[config.mk]
export PLATFORM = sky130hd
export DESIGN_NAME = fcr_top
export DESIGN_NICKNAME = d
export VERILOG_FILES = /design/src/hw/fcr_pkg.sv /design/src/hw/fcr_div_if.sv /design/src/hw/fcr_clk_div.sv /design/src/hw/fcr_top.sv
export SDC_FILE = /design/constraint.sdc
export NUM_CORES = 1
export LEC_CHECK = 0
export CORE_MARGIN = 8
export CORE_UTILIZATION = 55
export DETAILED_ROUTE_END_ITERATION = 6
export DONT_BUFFER_PORTS = 1
export GPL_TIMING_DRIVEN = 0
export PLACE_DENSITY = 0.68
export REMOVE_ABC_BUFFERS = 1
export SYNTH_ARGS = -nofsm -noshare
export SYNTH_HDL_FRONTEND = slang
export SYNTH_SLANG_ARGS = --single-unit
[constraint.sdc]
create_clock -name clk -period 2.6 [get_ports clk]
set_clock_uncertainty 0.2 [all_clocks]
set_input_delay 0.26 -clock clk [delete_from_list [all_inputs] [get_ports clk]]
set_output_delay 0.26 -clock clk [all_outputs]
set_load 0.005 [all_outputs]
[src/hw/fcr_pkg.sv]
// constants shared by the flash clock ratio and option register logic
package fcr_pkg;
    // register port
    localparam int ADDR_W = 4;
    localparam logic [3:0] OFF_RATIO = 4'h0;
    localparam logic [3:0] OFF_OPT = 4'h1;
    localparam logic [3:0] OFF_PROT = 4'h2;
    localparam logic [3:0] OFF_KEYCTL = 4'h3;
    localparam logic [3:0] OFF_STAT = 4'h4;
    localparam int KEY_SEL_BIT = 3;
    // clock ratio register
    localparam int RATIO_W = 7;
    localparam int DIV_W = 6;
    localparam int BIT_LOADED = 7;
    localparam int BIT_PRESCALE = 6;
    localparam logic [6:0] RATIO_RST = 7'h00;
    localparam int PRE_W = 3;
    localparam logic [2:0] PRE_LAST = 3'h7;
    localparam logic [9:0] PRE_FACTOR = 10'h008;
    localparam int GAP_W = 10;
    // option register
    localparam int OPT_BACKDOOR_UNLOCK_ENABLE = 7;
    localparam int OPT_NORED = 6;
    localparam logic [1:0] SEC_OPEN = 2'h2;
    localparam logic [7:0] OPT_RST = 8'hff;
    localparam logic [7:0] PROT_RST = 8'hff;
    // key control and status
    localparam int KEYCTL_ACC = 5;
    localparam int STAT_ACCERR = 4;
    localparam int STAT_BUSY = 1;
    localparam int STAT_UNSEC = 0;
    localparam int KEY_BYTES = 8;
    localparam int KEY_IDX_W = 4;
    localparam logic [3:0] KEY_FULL = 4'h8;
    // program and erase pulse counter
    localparam int CNT_W = 8;
endpackage

[src/hw/fcr_div_if.sv]
// link between the register logic and the flash clock divider
`timescale 1ns/1ps
`default_nettype none
interface fcr_div_if;
    logic en;
    logic prescale;
    logic [fcr_pkg::DIV_W-1:0] ratio;
    logic tick;
    modport ctl (output en, output prescale, output ratio, input tick);
    modport div (input en, input prescale, input ratio, output tick);
endinterface
`default_nettype wire

[src/hw/fcr_clk_div.sv]
// flash timing clock divider: optional divide by eight, then by ratio+1
`timescale 1ns/1ps
`default_nettype none
module fcr_clk_div (
    input wire logic clk, // bus clock
    input wire logic reset, // async, active high
    fcr_div_if.div dv // settings in, tick out
);
    logic [fcr_pkg::PRE_W-1:0] pre_ff;
    logic [fcr_pkg::DIV_W-1:0] cnt_ff;
    logic tick_ff;
    logic pre_tick;

    // prescaler passes every cycle unless divide by eight is chosen
    assign pre_tick = !dv.prescale || (pre_ff == fcr_pkg::PRE_LAST);
    assign dv.tick = tick_ff;

    // =========================================================
    // prescaler
    always_ff @(posedge clk or posedge reset) begin
        if (reset) begin
            pre_ff <= '0;
        end else if (!dv.en || pre_ff == fcr_pkg::PRE_LAST) begin
            pre_ff <= '0;
        end else begin
            pre_ff <= pre_ff + 3'h1;
        end
    end

    // =========================================================
    // ratio counter, one tick per ratio+1 prescaled cycles
    always_ff @(posedge clk or posedge reset) begin
        if (reset) begin
            cnt_ff <= '0;
        end else if (!dv.en) begin
            cnt_ff <= '0;
        end else if (pre_tick) begin
            if (cnt_ff == dv.ratio) begin
                cnt_ff <= '0;
            end else begin
                cnt_ff <= cnt_ff + 6'h01;
            end
        end
    end

    always_ff @(posedge clk or posedge reset) begin
        if (reset) begin
            tick_ff <= 1'b0;
        end else begin
            tick_ff <= dv.en && pre_tick && (cnt_ff == dv.ratio);
        end
    end
endmodule
`default_nettype wire

[src/hw/fcr_top.sv]
// flash clock ratio, option, security and timing pulse logic
//
// What this block does
// - Ratio register: bit 7 read-only flag, bits 6:0 readable, written once.
// - Reset clears loaded flag; first ratio write sets it, any data.
// - Program and erase blocked until the loaded flag is set.
// - Prescale bit 6 selects bus clock or bus clock divided by eight.
// - Flash clock is the prescaled clock divided by ratio field plus one.
// - Each timing pulse is one flash clock; the divider is free-running, so an operation's first pulse may come early.
// - At reset the option and protection bytes load from flash.
// - With backdoor enable clear, the key cannot unlock security.
// - Key comparison writes accepted only from secure firmware, not debug.
// - Eight matching key bytes in order unlock until next reset.
// - Redirect-disable bit 6 set stops vector redirection.
// - Security code 1:0 means unsecured; every other code is secure.
// - While secure, unsecured sources and debug cannot reach memory.
// - Key match or full blank check forces security code to 1:0.
// - Five 8-bit control registers plus an eight-byte flash key.
// - Blocked memory writes do nothing; blocked reads return zero.
// - Program or erase before ratio write raises access error, ignored.
`timescale 1ns/1ps
`default_nettype none
module fcr_top (
    input wire logic clk, // bus clock, 100 MHz
    input wire logic reset, // async, active high
    input wire logic [3:0] addr, // register address
    input wire logic [7:0] wr_data, // register write data
    input wire logic wr_en, // write strobe
    input wire logic rd_en, // read strobe
    output logic [7:0] rd_data, // read data, cycle after rd_en
    input wire logic bus_from_secure, // access from secure code
    input wire logic bus_from_bdm, // access from debug port
    input wire logic [7:0] option_nonvolatile_byte, // flash option byte
    input wire logic [7:0] protection_nonvolatile_byte, // flash prot byte
    input wire logic [63:0] backdoor_compare_key, // stored key, byte 0 low
    input wire logic pe_req, // start program or erase, pulse
    input wire logic [7:0] pe_pulses, // timing pulses for the operation
    input wire logic blank_ok, // blank check found all erased, pulse
    output logic pe_enable, // program and erase permitted
    output logic pe_busy, // operation timing in progress
    output logic pe_done, // operation timing finished, pulse
    output logic flash_tick, // one pulse per flash clock period
    input wire logic mem_rd, // memory read request
    input wire logic mem_wr, // memory write request
    input wire logic mem_from_secure, // memory access from secure code
    input wire logic mem_from_bdm, // memory access from debug port
    input wire logic [7:0] mem_rdata_in, // raw memory read data
    output logic mem_rd_allow, // read may proceed
    output logic mem_wr_allow, // write may proceed
    output logic [7:0] mem_rdata, // gated read data, next cycle
    output logic unsecured, // security disengaged
    output logic vector_redirect_enable, // vectors may be redirected
    output logic backdoor_unlock_enable, // key mechanism usable
    output logic [7:0] protection_working_reg, // block protection setting
    output logic access_error_flag // sticky access error
);
    typedef enum logic [1:0] {
        FCR_IDLE = 2'b01,
        FCR_RUN = 2'b10
    } fcr_state_e;

    logic [fcr_pkg::RATIO_W-1:0] ratio_ff;
    logic ratio_loaded_flag;
    logic [7:0] option_working_reg;
    logic [7:0] prot_ff;
    logic load_pending_ff;
    logic key_access_ff;
    logic [fcr_pkg::KEY_IDX_W-1:0] key_idx_ff;
    logic key_bad_ff;
    logic acc_err_ff;
    fcr_state_e state_ff;
    logic [fcr_pkg::CNT_W-1:0] left_ff;
    logic done_ff;
    logic [7:0] rd_data_ff;
    logic [7:0] mem_rdata_ff;
    logic wr_ratio;
    logic wr_keyctl;
    logic wr_key;
    logic key_src_ok;
    logic key_hit;
    logic mem_blocked;
    logic [7:0] key_byte;
    fcr_div_if dv ();

    // =========================================================
    // decode
    assign wr_ratio = wr_en && addr == fcr_pkg::OFF_RATIO;
    assign wr_keyctl = wr_en && addr == fcr_pkg::OFF_KEYCTL;
    assign key_src_ok = bus_from_secure && !bus_from_bdm;
    assign wr_key = wr_en && addr[fcr_pkg::KEY_SEL_BIT] && key_access_ff
        && key_src_ok;
    assign key_byte = backdoor_compare_key[key_idx_ff[2:0]*8 +: 8];
    // unlock when key access closes after a clean full sequence
    assign key_hit = wr_keyctl && key_access_ff
        && !wr_data[fcr_pkg::KEYCTL_ACC] && key_src_ok
        && option_working_reg[fcr_pkg::OPT_BACKDOOR_UNLOCK_ENABLE]
        && !key_bad_ff && key_idx_ff == fcr_pkg::KEY_FULL;

    // =========================================================
    // clock ratio register
    always_ff @(posedge clk or posedge reset) begin
        if (reset) begin
            ratio_ff <= fcr_pkg::RATIO_RST;
            ratio_loaded_flag <= 1'b0;
        end else if (wr_ratio && !ratio_loaded_flag) begin
            ratio_ff <= wr_data[fcr_pkg::RATIO_W-1:0];
            ratio_loaded_flag <= 1'b1;
        end
    end

    // divider runs only once the ratio has been written
    assign dv.en = ratio_loaded_flag;
    assign dv.prescale = ratio_ff[fcr_pkg::BIT_PRESCALE];
    assign dv.ratio = ratio_ff[fcr_pkg::DIV_W-1:0];
    assign flash_tick = dv.tick;
    assign pe_enable = ratio_loaded_flag;

    fcr_clk_div u_div (
        .clk(clk),
        .reset(reset),
        .dv(dv)
    );

    // =========================================================
    // option and protection working registers
    // the nonvolatile bytes are caught on the first edge after release,
    // since an async reset may only load constants
    always_ff @(posedge clk or posedge reset) begin
        if (reset) begin
            load_pending_ff <= 1'b1;
            option_working_reg <= fcr_pkg::OPT_RST;
            prot_ff <= fcr_pkg::PROT_RST;
        end else if (load_pending_ff) begin
            load_pending_ff <= 1'b0;
            option_working_reg <= option_nonvolatile_byte;
            prot_ff <= protection_nonvolatile_byte;
        end else if (key_hit || blank_ok) begin
            option_working_reg[1:0] <= fcr_pkg::SEC_OPEN;
        end
    end

    assign protection_working_reg = prot_ff;
    assign unsecured = option_working_reg[1:0] == fcr_pkg::SEC_OPEN;
    assign vector_redirect_enable =
        !option_working_reg[fcr_pkg::OPT_NORED];
    assign backdoor_unlock_enable = option_working_reg[fcr_pkg::OPT_BACKDOOR_UNLOCK_ENABLE];

    // =========================================================
    // backdoor key comparison
    always_ff @(posedge clk or posedge reset) begin
        if (reset) begin
            key_access_ff <= 1'b0;
        end else if (wr_keyctl && key_src_ok) begin
            key_access_ff <= wr_data[fcr_pkg::KEYCTL_ACC];
        end
    end

    // bytes must arrive in ascending order; any slip spoils the attempt
    always_ff @(posedge clk or posedge reset) begin
        if (reset) begin
            key_idx_ff <= '0;
            key_bad_ff <= 1'b0;
        end else if (!key_access_ff) begin
            key_idx_ff <= '0;
            key_bad_ff <= 1'b0;
        end else if (wr_key) begin
            if (key_idx_ff == fcr_pkg::KEY_FULL
                || addr[2:0] != key_idx_ff[2:0]
                || wr_data != key_byte) begin
                key_bad_ff <= 1'b1;
            end
            if (key_idx_ff != fcr_pkg::KEY_FULL) begin
                key_idx_ff <= key_idx_ff + 4'h1;
            end
        end
    end

    // =========================================================
    // program and erase timing
    always_ff @(posedge clk or posedge reset) begin
        if (reset) begin
            acc_err_ff <= 1'b0;
        end else if (pe_req && !ratio_loaded_flag) begin
            acc_err_ff <= 1'b1; // set wins over clear
        end else if (wr_en && addr == fcr_pkg::OFF_STAT
                     && wr_data[fcr_pkg::STAT_ACCERR]) begin
            acc_err_ff <= 1'b0;
        end
    end
    assign access_error_flag = acc_err_ff;

    always_ff @(posedge clk or posedge reset) begin
        if (reset) begin
            state_ff <= FCR_IDLE;
            left_ff <= '0;
            done_ff <= 1'b0;
        end else begin
            done_ff <= 1'b0;
            unique case (state_ff)
                FCR_IDLE: begin
                    // a zero count has nothing to time
                    if (pe_req && ratio_loaded_flag && pe_pulses != '0) begin
                        state_ff <= FCR_RUN;
                        left_ff <= pe_pulses;
                    end
                end
                FCR_RUN: begin
                    if (dv.tick) begin
                        left_ff <= left_ff - 8'h01;
                        if (left_ff == 8'h01) begin
                            state_ff <= FCR_IDLE;
                            done_ff <= 1'b1;
                        end
                    end
                end
            endcase
        end
    end
    assign pe_busy = state_ff == FCR_RUN;
    assign pe_done = done_ff;

    // =========================================================
    // memory access gate
    assign mem_blocked = !unsecured
        && (!mem_from_secure || mem_from_bdm);
    assign mem_rd_allow = mem_rd && !mem_blocked;
    assign mem_wr_allow = mem_wr && !mem_blocked;

    always_ff @(posedge clk or posedge reset) begin
        if (reset) begin
            mem_rdata_ff <= '0;
        end else if (mem_rd) begin
            mem_rdata_ff <= mem_blocked ? '0 : mem_rdata_in;
        end
    end
    assign mem_rdata = mem_rdata_ff;

    // =========================================================
    // register read port; key locations read as zero
    always_ff @(posedge clk or posedge reset) begin
        if (reset) begin
            rd_data_ff <= '0;
        end else if (rd_en) begin
            unique case (addr)
                fcr_pkg::OFF_RATIO: rd_data_ff <= {ratio_loaded_flag,
                    ratio_ff};
                fcr_pkg::OFF_OPT: rd_data_ff <= option_working_reg;
                fcr_pkg::OFF_PROT: rd_data_ff <= prot_ff;
                fcr_pkg::OFF_KEYCTL: rd_data_ff <=
                    8'(key_access_ff) << fcr_pkg::KEYCTL_ACC;
                fcr_pkg::OFF_STAT: rd_data_ff <=
                    (8'(acc_err_ff) << fcr_pkg::STAT_ACCERR)
                    | (8'(pe_busy) << fcr_pkg::STAT_BUSY)
                    | (8'(unsecured) << fcr_pkg::STAT_UNSEC);
                default: rd_data_ff <= '0;
            endcase
        end
    end
    assign rd_data = rd_data_ff;

    // =========================================================
    // checks
    logic [fcr_pkg::GAP_W-1:0] gap_ff;
    logic seen_ff;
    logic [fcr_pkg::GAP_W-1:0] period;
    assign period = (dv.prescale ? fcr_pkg::PRE_FACTOR : 10'h001)
        * (10'(dv.ratio) + 10'h001);
    always_ff @(posedge clk or posedge reset) begin
        if (reset) begin
            gap_ff <= '0;
            seen_ff <= 1'b0;
        end else if (dv.tick) begin
            gap_ff <= '0;
            seen_ff <= 1'b1;
        end else begin
            gap_ff <= gap_ff + 10'h001;
        end
    end
endmodule
`default_nettype wire

# Yosys cells after proc, flatten, opt, wreduce, memory -nomap -nowiden
# Index checks and enable logic that the tools add are counted.
[word_totals]
ff_bits = 69
word_cells = 119
[classes]
add_sub_neg = 4
shifts = 1
n_bitwise = 2
mux = 26
n_reduce_logical = 47
n_eq_ne = 21
[ops]
columns = ["operator", "n"]
rows = [
  ["64-bit by 7-bit variable part select with 8-bit output", 1],
  ["8-bit case mux with 5 select lines", 1],
  ["1-bit logical AND", 24],
  ["8-bit 2-to-1 mux", 3],
  ["6-bit 2-to-1 mux", 3],
  ["8-bit case mux with 2 select lines", 1],
  ["4-bit 2-to-1 mux", 3],
  ["2-bit by 1-bit != test with 1-bit output (second input constant)", 6],
  ["2-bit 2-to-1 mux", 5],
  ["1-bit logical NOT", 9],
  ["4-bit by 2-bit == test with 1-bit output (second input constant)", 2],
  ["8-bit by 1-bit == test with 1-bit output (second input constant)", 1],
  ["1-bit 2-to-1 mux", 8],
  ["8-bit != test", 1],
  ["8-bit nonzero test", 1],
  ["8-bit by 1-bit subtractor with 8-bit output (second input constant)", 1],
  ["6-bit by 1-bit adder with 6-bit output (second input constant)", 1],
  ["6-bit == test", 1],
  ["1-bit logical OR", 6],
  ["2-bit AND reduction", 3],
  ["5-bit by 1-bit OR with 5-bit output", 1],
  ["5-bit by 2-bit OR with 5-bit output", 1],
  ["4-bit by 1-bit adder with 4-bit output (second input constant)", 1],
  ["2-bit == test (second input constant)", 2],
  ["other kinds (14)", 15],
]

# Longest topological paths before layout
# Gate-level depths: netlist (run 1).
[depth]
depth_word = 11
mapped_depth = 9
depth_no_buf = 7

# Cells and area by module
# From an unflattened synthesis (run 1), not the netlist that was laid out.
[hier_totals]
cells_unflattened = 373
area_unflattened_um2 = 4008.8
[modules_own_cells]
columns = ["mod", "instances", "area_each_um2", "seq_area_each_um2", "cells_per_inst"]
rows = [
  ["fcr_top", 1, 3478.3, 1498.9, 327],
  ["fcr_clk_div", 1, 530.5, 250.2, 46],
]

# Worst setup path before layout (run 1)
# Ideal clock, no wire load.
[synth_timing]
path_type = "register -> register"
start = "reg key_idx_ff[0] (netlist bit)"
end = "reg key_bad_ff"
setup_slack_ps = 328
required_ps = 2262
arrival_time_ps = 1933
path_stages_with_launch = 10
path_buffers = 2
cell_sequence = "dfrtp_1 -> buf_6 -> buf_12 -> inv_1 -> ha_1 -> a211oi_1 -> a21oi_1 -> or4_1 -> a2111oi_1 -> a31oi_1"
[synth_between]
elab_chain_len = 5
elab_cells_between_ends = 8
cone_classes = "eq/ne: 4; shift: 1; reduce/logical: 3"
[synth_lines]
columns = ["item", "line", "text"]
rows = [
  ["start: declaration", "fcr_top.sv:68", "logic [fcr_pkg::KEY_IDX_W-1:0] key_idx_ff;"],
  ["start signal: assignment", "fcr_top.sv:173", "key_idx_ff <= key_idx_ff + 4'h1;"],
  ["64-bit by 7-bit variable part select with 8-bit output, or another cell as far along", "fcr_top.sv:92", "assign key_byte = backdoor_compare_key[key_idx_ff[2:0]*8 +: 8];"],
  ["8-bit != test / 1-bit logical OR (equally long branches)", "fcr_top.sv:169, fcr_top.sv:168", ""],
  ["1-bit logical OR (*)", "fcr_top.sv:169", "|| wr_data != key_byte) begin"],
  ["2-bit by 1-bit != test with 1-bit output (no line) (*)", "-", ""],
  ["2-bit AND reduction (no line) (*)", "-", ""],
  ["end signal: assignment", "fcr_top.sv:162", "key_bad_ff <= 1'b0;"],
  ["end signal: assignment", "fcr_top.sv:165", "key_bad_ff <= 1'b0;"],
  ["end signal: assignment", "fcr_top.sv:170", "key_bad_ff <= 1'b1;"],
  ["end: declaration", "fcr_top.sv:69", "logic key_bad_ff;"],
]
# Mark *: on every way between the ends. The rest lies on a longest branch, timed or not.
# A chain may end at the register's enable or synchronous reset.

# Worst setup path after layout (run 1)
[layout_timing]
start = "reg key_idx_ff[1] (netlist bit)"
end = "reg option_working_reg[0]"
[layout_between]
elab_chain_len = 4
[layout_lines]
columns = ["item", "line", "text"]
rows = [
  ["4-bit == test", "fcr_top.sv:97", "&& !key_bad_ff && key_idx_ff == fcr_pkg::KEY_FULL;"],
  ["1-bit logical AND", "fcr_top.sv:97", ""],
  ["1-bit logical OR", "fcr_top.sv:137", "end else if (key_hit || blank_ok) begin"],
  ["2-bit nonzero test (no line)", "-", ""],
  ["end signal: assignment", "fcr_top.sv:131", "option_working_reg <= fcr_pkg::OPT_RST;"],
  ["end signal: assignment", "fcr_top.sv:135", "option_working_reg <= option_nonvolatile_byte;"],
  ["end signal: assignment", "fcr_top.sv:138", "option_working_reg[1:0] <= fcr_pkg::SEC_OPEN;"],
  ["end: declaration", "fcr_top.sv:64", "logic [7:0] option_working_reg;"],
]
# No other way between the ends.

==> results of run 1 <==
==> synthesized netlist by cell type, types with 9 or more instances <==
| cell | count |
|---|---|
| nor2_1 | 23 |
| nor2b_1 | 9 |
| nand2_1 | 20 |
| clkbuf_1 | 11 |
| mux2_2 | 23 |
| dfrtp_1 | 51 |
| and2_1 | 10 |
| inv_1 | 31 |
| mux2i_1 | 18 |
| o21ai_0 | 31 |
| xnor2_1 | 11 |
| dfstp_2 | 18 |
| mux4_2 | 12 |
| a21oi_1 | 13 |
==> power by group through the flow <==
stage | clock network [mW] | logic [mW] | registers, mW
after global routing | 1.10 | 0.823 | 1.53
after detailed placement | 0 | 0.639 | 1.52
after global placement | 0 | 0.615 | 1.51
after CTS | 1.06 | 0.722 | 1.50
after floorplan | 0 | 0.539 | 1.44
final | 1.05 | 0.726 | 1.50
==> layer usage <==
| metal | global-route usage, % | up-vias | share of wire (%) |
|---|---|---|---|
| met3 | 6.94 | 6 | 9.1 |
| met2 | 36.5 | 123 | 52 |
| met4 | 8.13 | 0 | 0.69 |
| met5 | 0 | - | 0 |
| li1 | - | 1448 | - |
| met1 | 22.6 | 1489 | 38 |
==> timing repair <==
item                                    in CTS  in global routing
endpoints found under the setup margin       1                  3
setup buffers                                0                  1
hold buffers                                52                  0
hold endpoints to repair                   102                  0
cloned                                       0                  0
pin swaps                                    0                  0
gates resized for setup                      3                  3
==> kinds of logic (layout without fill, tap and decap cells) <==
kind of cell    after synthesis  count (layout)  share of synthesized area, %
fa+ha+maj                     7               7                          2.19
compound gates               81              81                          12.5
buf+inv                      48             100                          5.28
mux                          55              55                          19.0
xor+xnor                     18              18                          3.94
flops                        69              69                          43.7
other cells                   1               1                        0.0937
simple gates                100             100                          13.2
==> through the flow <==
stage                     setup TNS, ps  setup slack, ps
after floorplan                       0             44.6
after global placement           -14180             -276
after detailed placement           -309             -309
after CTS                             0             50.2
after global routing                  0             1.50
final                                 0              121
==> worst max-delay path by stage <==
stage | slack (ps) | end
after floorplan | 40 | key_bad_ff
after global placement | -280 | ratio_ff[6]
after detailed placement | -310 | key_bad_ff
after CTS | 50 | key_bad_ff
after global routing | 2 | option_working_reg[0]
final | 120 | option_working_reg[0]
==> final cells by class <==
class / count / area (um^2) / area share [%]
multi-input combinational: 262 / 2050 / 42.5
sequential: 69 / 1760 / 36.4
timing repair buffer: 53 / 532 / 11.0
clock buffer: 10 / 128 / 2.65
tap: 99 / 124 / 2.57
inverter: 31 / 119 / 2.47
clock inverter: 6 / 113 / 2.34
==> worst max-delay path, delay by kind of cell, from the launching register on <==
family | cells | cell delay, ps
AOI/OAI and AO/OA | 1 | 300
adders and majority gates | 1 | 200
buffers and inverters | 2 | 700
DFF | 1 | 630
and+or+nand+nor | 3 | 380
==> impl_metrics.env, run 1 <==
export IMPL_rsz0062_at_grt="no"
export IMPL_cp_end_kind="flip-flop"
export IMPL_grt_pass1_wl_um=16600
export IMPL_min_period_ps=2480
export IMPL_port_buffers=0
export IMPL_cap_violations=0
export IMPL_drc=0
export IMPL_io_pins=154
export IMPL_fin_area_um2=4820
export IMPL_die_h_um=101
export IMPL_r2r_end="option_working_reg[0]"
export IMPL_final_cells=530
export IMPL_p_per_area_nw_per_um2=679
export IMPL_hold_viol=0
export IMPL_swShare_pct=29.8
export IMPL_synth_area_um2=4000
export IMPL_seqPwrFrac_pct=45.7
export IMPL_drive_gt1_share_pct=18.1
export IMPL_slowest_delay_ps=630
export IMPL_final_max_slew_viol_count=0
export IMPL_hold_depth=4
export IMPL_worstPathRequired_ps=2680
export IMPL_route_antenna_remaining_nets=0
export IMPL_synth_ff_type="dfrtp_1"
export IMPL_yosysUniqueCellTypes=53
export IMPL_finish_utilization_pct=67.5
export IMPL_crit_path_start="key_idx_ff[1]"
export IMPL_grt_use_total_pct=20.8
export IMPL_path_clk_slew_ps=70
export IMPL_syn2layout_area_growth_pct=20.4
export IMPL_timing_final_crit_share_pct=95.3
export IMPL_critical_path_class="reg2reg"
export IMPL_antenna_found_initial=0
export IMPL_clock_latency_ps=350
export IMPL_startpoint_type="flip-flop"
export IMPL_fp_dieW_um=101
export IMPL_irDropWorstVdd_mv=0.233
export IMPL_rows=31
export IMPL_clkSinkCount=69
export IMPL_ys_warn_count=0
export IMPL_p_int_mw=2.30
export IMPL_maxSlewHeadroom_pct=36.2
export IMPL_path_max_fanout=24
export IMPL_cts_buffers=9
export IMPL_wirelength_um=10500
export IMPL_p_leak_nw=1.97
export IMPL_rrSetupSlack_ps=120
export IMPL_start_util_pct=56.1
export IMPL_detail_route_vias_per_cell=5.78
export IMPL_critical_path_slowest_cell="dfrtp_4"
export IMPL_htreeDepth=3
export IMPL_ys_ff_latch=69
export IMPL_final_cell_mix="52 x dlygate4sd3_1, 49 x dfrtp_1, 31 x o21ai_0, 30 x inv_1"
export IMPL_nets=553
export IMPL_reg2reg_from="key_idx_ff[1]"
export IMPL_hpwlAfterDp_um=7580
export IMPL_final_common_cell="dlygate4sd3_1"
export IMPL_grt_max_degree=70
export IMPL_grt_pass1_vias=3333
export IMPL_yosys_area_top_type_share_pct=31.9
export IMPL_power_mw=3.27
export IMPL_dpl_cell_area_um2=4030
export IMPL_dp_cells=461
export IMPL_via_count=3066
export IMPL_die_area_um2=10300
export IMPL_fmax_ghz=0.403
export IMPL_hold_class="in2reg"
export IMPL_clkPwrFrac_pct=32.1
export IMPL_switchingPower_mw=0.975
export IMPL_synth_avg_cell_area_um2=10.6
export IMPL_grt_overflow=0
export IMPL_ys_seq_area_share_pct=43.7
export IMPL_crit_arrival_ps=2560
export IMPL_synth_area_leader_cell="dfrtp_1"
export IMPL_hold_path_endpoint="state_ff[1]"
export IMPL_ys_top_cells_by_area="dfrtp_1 32%, dfstp_2 12%, mux4_2 6.8%"
export IMPL_n_antenna_cell=0
export IMPL_wl_per_cell_um=19.8
export IMPL_n_fill_cell=558
export IMPL_place_congestion=0.845
export IMPL_comb_power_share_pct=22.2
export IMPL_firstDrtPassIters=4
export IMPL_drtIter0Drc=131
export IMPL_synth_edff_count=0
export IMPL_async_reset_ff_share_pct=100
export IMPL_synthCells=379
export IMPL_cts_root_buf="clkbuf_8"
export IMPL_core_um2=7140
export IMPL_timing_hold_ws_ps=18.6
export IMPL_cts_tree="yes"
export IMPL_tightestPinTransition_ps=957
export IMPL_outcome="completed"
export IMPL_min_delay_start="pe_req"
export IMPL_rr_worst_depth=7
export IMPL_cp_cell_sequence="inv_1, ha_1, nand2_1, nor2_1, and3_1, o41ai_1, dlygate4sd3_1"
export IMPL_cts_max_path_buffers=2
export IMPL_finalSetupViolCount=0
Power figures use the tool's default switching activity.
==> inputs of run 2 (changes only) <==
==> constraint.sdc (replaced) <==
create_clock -name clk -period 2.6 [get_ports clk]
set_clock_uncertainty 0.2 [all_clocks]
set_input_delay 0.26 -clock clk [delete_from_list [all_inputs] [get_ports clk]]
set_output_delay 0.26 -clock clk [all_outputs]
set_load 0.05 [all_outputs]
==> impl_metrics.env, run 2 (synthesized netlist as in run 1, its figures left out) <==
export IMPL_outcome="completed"
export IMPL_hpwlAfterDp_um=7580
export IMPL_route_antenna_remaining_nets=0
export IMPL_start_util_pct=56.1
export IMPL_port_buffers=0
export IMPL_grt_use_total_pct=20.8
export IMPL_pre_cts_slack_ps=-309
export IMPL_p_leak_nw=1.97
export IMPL_grt_max_degree=70
export IMPL_power_mw=3.45
export IMPL_htreeDepth=3
export IMPL_fp_dieW_um=101
export IMPL_antenna_found_initial=0
export IMPL_cts_buffers=9
export IMPL_min_period_ps=2530
export IMPL_finish_utilization_pct=67.7
export IMPL_final_common_cell="dlygate4sd3_1"
export IMPL_dp_cells=461
export IMPL_timing_final_crit_share_pct=97.1
export IMPL_hold_depth=4
export IMPL_finalSetupViolCount=0
export IMPL_wl_per_cell_um=19.9
export IMPL_drive_gt1_share_pct=18.8
export IMPL_final_cells=530
export IMPL_worst_slack_ps=74.3
export IMPL_cts_root_buf="clkbuf_8"
export IMPL_final_max_slew_viol_count=0
export IMPL_rr_worst_depth=7
export IMPL_firstDrtPassIters=4
export IMPL_rows=31
export IMPL_nets=553
export IMPL_cap_violations=0
export IMPL_critical_path_class="reg2out"
export IMPL_n_antenna_cell=0
export IMPL_via_count=3066
export IMPL_wirelength_um=10500
export IMPL_fmax_ghz=0.396
export IMPL_cp_end_kind="primary output"
export IMPL_worstPathRequired_ps=2140
export IMPL_place_congestion=0.845
export IMPL_drc=0
export IMPL_die_h_um=101
export IMPL_grt_pass1_vias=3339
export IMPL_n_fill_cell=551
export IMPL_clkSinkCount=69
export IMPL_maxSlewHeadroom_pct=37.4
export IMPL_die_area_um2=10300
export IMPL_rsz0062_at_grt="no"
export IMPL_grt_pass1_wl_um=16600
export IMPL_crit_arrival_ps=2070
export IMPL_cts_max_path_buffers=2
export IMPL_grt_overflow=0
export IMPL_clock_latency_ps=350
export IMPL_hold_viol=0
export IMPL_io_pins=154
export IMPL_tightestPinTransition_ps=939
export IMPL_syn2layout_area_growth_pct=20.8
export IMPL_hold_class="in2reg"
export IMPL_p_per_area_nw_per_um2=714
export IMPL_irDropWorstVdd_mv=0.250
export IMPL_path_clk_slew_ps=70
export IMPL_startpoint_type="flip-flop"
export IMPL_drtIter0Drc=137
export IMPL_path_max_fanout=3
export IMPL_final_cell_mix="52 x dlygate4sd3_1, 49 x dfrtp_1, 31 x o21ai_0, 29 x inv_1"
export IMPL_core_um2=7140
export IMPL_detail_route_vias_per_cell=5.78
export IMPL_cts_tree="yes"
run 2: final cells by class:
cell class	instances	area (um^2)	area share, %
Inverter	31	123	2.54
Tap cell	99	124	2.56
Timing Repair Buffer	53	532	11.0
Sequential cell	69	1760	36.3
Multi-Input combinational cell	262	2060	42.6
Clock buffer	10	128	2.64
Clock inverter	6	113	2.33
run 2: per-layer routing:
metal  share of wire (%)  global-route usage [%]  up-vias
li1                    -                       -     1444
met5                   0                       0        -
met4                0.76                    8.13        0
met3                 9.4                    6.94        8
met1                  38                    22.5     1484
met2                  52                    36.8      130
run 2: where the power goes:
part	switching [mW]	internal, mW	total [mW]	leakage, nW
clock network	0.414	0.637	1.05	0.109
logic	0.374	0.373	0.747	1.02
registers	0.365	1.29	1.65	0.841
run 2: worst paths after layout:
check                      slack (ps)                  start                    end
min in group asynchronous         370                  reset             rd_data[4]
min                                20                 pe_req            state_ff[1]
max                                70  option_working_reg[1]           mem_wr_allow
min reg2reg                       240        u_div.pre_ff[0]        u_div.pre_ff[0]
max reg2reg                       130          key_idx_ff[1]  option_working_reg[0]
max in group asynchronous        1220                  reset          key_idx_ff[0]
run 2: through the flow:
step	hold slack, ps	cell area (um^2)	setup TNS (ps)
2_1_floorplan	120	3910	0
3_3_place_gp	128	4030	-14600
3_5_place_dp	131	4030	-1050
4_1_cts	6.88	4810	0
5_1_grt	52.8	4830	0
6_report	20.8	4830	0
run 2: timing repair:
| action | 4_1_cts | 5_1_grt |
|---|---|---|
| gates cloned | 0 | 0 |
| hold buffers | 52 | 0 |
| endpoints found under the hold margin | 102 | 0 |
| endpoints found under the setup margin | 12 | 3 |
| setup buffers | 0 | 1 |
| resized for setup | 7 | 3 |
| pin swaps | 0 | 0 |
run 2: worst max-delay path: stages, from the launching register on:
cell and delay (ps):
dfstp_2 550, nor2b_2 570, a21o_1 160, and2_1 450
==> inputs of run 3 (changes only) <==
--- a/config.mk
+++ b/config.mk
@@ -5,12 +5,12 @@
 export SDC_FILE = /design/constraint.sdc
 export NUM_CORES = 1
 export LEC_CHECK = 0
-export CORE_MARGIN = 8
-export CORE_UTILIZATION = 55
+export CORE_UTILIZATION = 31
 export DETAILED_ROUTE_END_ITERATION = 6
 export DONT_BUFFER_PORTS = 1
 export GPL_TIMING_DRIVEN = 0
-export PLACE_DENSITY = 0.68
+export HOLD_SLACK_MARGIN = 0.08
+export PLACE_DENSITY = 0.43
 export REMOVE_ABC_BUFFERS = 1
 export SYNTH_ARGS = -nofsm -noshare
 export SYNTH_HDL_FRONTEND = slang
==> impl_metrics.env, run 3 (synthesized netlist as in run 1, its figures left out) <==
export IMPL_rrSetupSlack_ps=160
export IMPL_rsz0062_at_grt="no"
export IMPL_route_antenna_remaining_nets=0
export IMPL_dpl_cell_area_um2=4150
export IMPL_crit_arrival_ps=2010
export IMPL_worstPathRequired_ps=2140
export IMPL_comb_power_share_pct=20.8
export IMPL_slowest_delay_ps=550
export IMPL_nets=558
export IMPL_fp_dieW_um=116
export IMPL_irDropWorstVdd_mv=0.352
export IMPL_detail_route_vias_per_cell=5.10
export IMPL_via_count=3103
export IMPL_cap_violations=0
export IMPL_grt_pass1_wl_um=15800
export IMPL_rows=41
export IMPL_maxSlewHeadroom_pct=48.2
export IMPL_grt_use_total_pct=15.6
export IMPL_wirelength_um=10200
export IMPL_htreeDepth=3
export IMPL_fin_tns_setup_ps=0
export IMPL_n_antenna_cell=0
export IMPL_critical_path_top_delay_family="simple AND/OR/NAND/NOR gates"
export IMPL_grt_max_degree=63
export IMPL_cp_end_kind="primary output"
export IMPL_timing_hold_ws_ps=84.0
export IMPL_clkPwrFrac_pct=33.8
export IMPL_p_int_mw=2.44
export IMPL_die_h_um=116
export IMPL_dp_cells=535
export IMPL_swShare_pct=32.9
export IMPL_drive_gt1_share_pct=19.3
export IMPL_final_cell_mix="56 x dlygate4sd3_1, 49 x dfrtp_1, 31 x o21ai_0, 29 x inv_1"
export IMPL_antenna_found_initial=0
export IMPL_outcome="completed"
export IMPL_path_clk_slew_ps=60
export IMPL_min_period_ps=2470
export IMPL_grt_pass1_vias=3155
export IMPL_fin_area_um2=5060
export IMPL_io_pins=154
export IMPL_timing_final_crit_share_pct=95.1
export IMPL_critical_path_class="reg2out"
export IMPL_cts_root_buf="clkbuf_16"
export IMPL_tightestPinTransition_ps=778
export IMPL_p_leak_nw=2.04
export IMPL_crit_buf_inv=0
export IMPL_clock_latency_ps=330
export IMPL_start_util_pct=31.7
export IMPL_firstDrtPassIters=6
export IMPL_fmax_ghz=0.404
export IMPL_regArea_um2=1760
export IMPL_drc=0
export IMPL_critical_path_slowest_cell="nor2b_2"
export IMPL_hold_viol=0
export IMPL_finish_utilization_pct=40.1
export IMPL_multi_input_area_um2=2070
export IMPL_seqPwrFrac_pct=45.4
export IMPL_startpoint_type="flip-flop"
export IMPL_hold_class="in2reg"
export IMPL_wl_per_cell_um=16.8
export IMPL_n_fill_cell=1270
export IMPL_final_max_slew_viol_count=0
export IMPL_place_congestion=0.796
export IMPL_final_cells=608
export IMPL_port_buffers=0
export IMPL_cts_buffers=9
export IMPL_die_area_um2=13400
export IMPL_cts_tree="yes"
export IMPL_core_um2=12600
export IMPL_switchingPower_mw=1.19
export IMPL_hpwlAfterDp_um=7260
export IMPL_clkSinkCount=69
export IMPL_final_common_cell="dlygate4sd3_1"
export IMPL_drtIter0Drc=150
export IMPL_p_per_area_nw_per_um2=718
export IMPL_cts_max_path_buffers=2
export IMPL_finalSetupViolCount=0
export IMPL_grt_overflow=0
export IMPL_syn2layout_area_growth_pct=26.4
export IMPL_cp_cell_sequence="nor2b_2, a21o_1, and2_1"
export IMPL_path_max_fanout=3
-- run 3: final timing paths --
check / to / start / cells past startpoint
setup / recovery: mem_wr_allow / option_working_reg[1] / 3
hold / removal: key_bad_ff / wr_data[2] / 3
setup reg to reg: key_bad_ff / key_idx_ff[1] / 7
hold reg to reg: u_div.pre_ff[0] / u_div.pre_ff[0] / 1
max in group asynchronous: option_working_reg[4] / reset / 3
min in group asynchronous: left_ff[3] / reset / 2
-- run 3: cell type report --
cell class	count	area share (%)
clock buffers	10	4.72
clock inverters	6	1.21
inverters	31	2.42
multi-input cells	262	40.8
flip-flops and latches	69	34.7
well taps	172	4.25
repair buffers	58	11.8
-- run 3: worst reg2reg max path: stages (launching register included) --
cell,delay (ps)
dfrtp_4,610
inv_1,80
ha_1,200
a211oi_1,220
a21oi_1,60
or4_1,440
a2111oi_1,350
a31oi_1,140
-- run 3: per-layer routing --
metal  GRT usage [%]  up-vias  routed length (um)
met5               0        -                   0
met4            5.30        0                 139
met3            5.23        9                 863
met2            25.3      142                4700
met1            19.6     1490                4520
li1                -     1462                   -
-- run 3: power groups by stage --
stage          sequential [mW]  clock, mW  combinational, mW
2_1_floorplan             1.60          0              0.560
3_3_place_gp              1.67          0              0.657
3_5_place_dp              1.67          0              0.671
4_1_cts                   1.65       1.26              0.763
5_1_grt                   1.69       1.31              0.868
6_report                  1.65       1.23              0.756
-- run 3: metrics by stage --
| step | setup WS [ps] | total power [mW] |
|---|---|---|
| finish | 126 | 3.63 |
| global route | 12.1 | 3.87 |
| CTS | 20.6 | 3.68 |
| detailed placement | -381 | 2.34 |
| global placement | -516 | 2.33 |
| floorplan | 44.6 | 2.16 |
-- run 3: timing repair --
item	CTS	global route
gates resized for setup	7	4
hold endpoints to repair	122	0
setup buffers	0	1
hold buffers	56	0
endpoints found under the setup margin	12	7
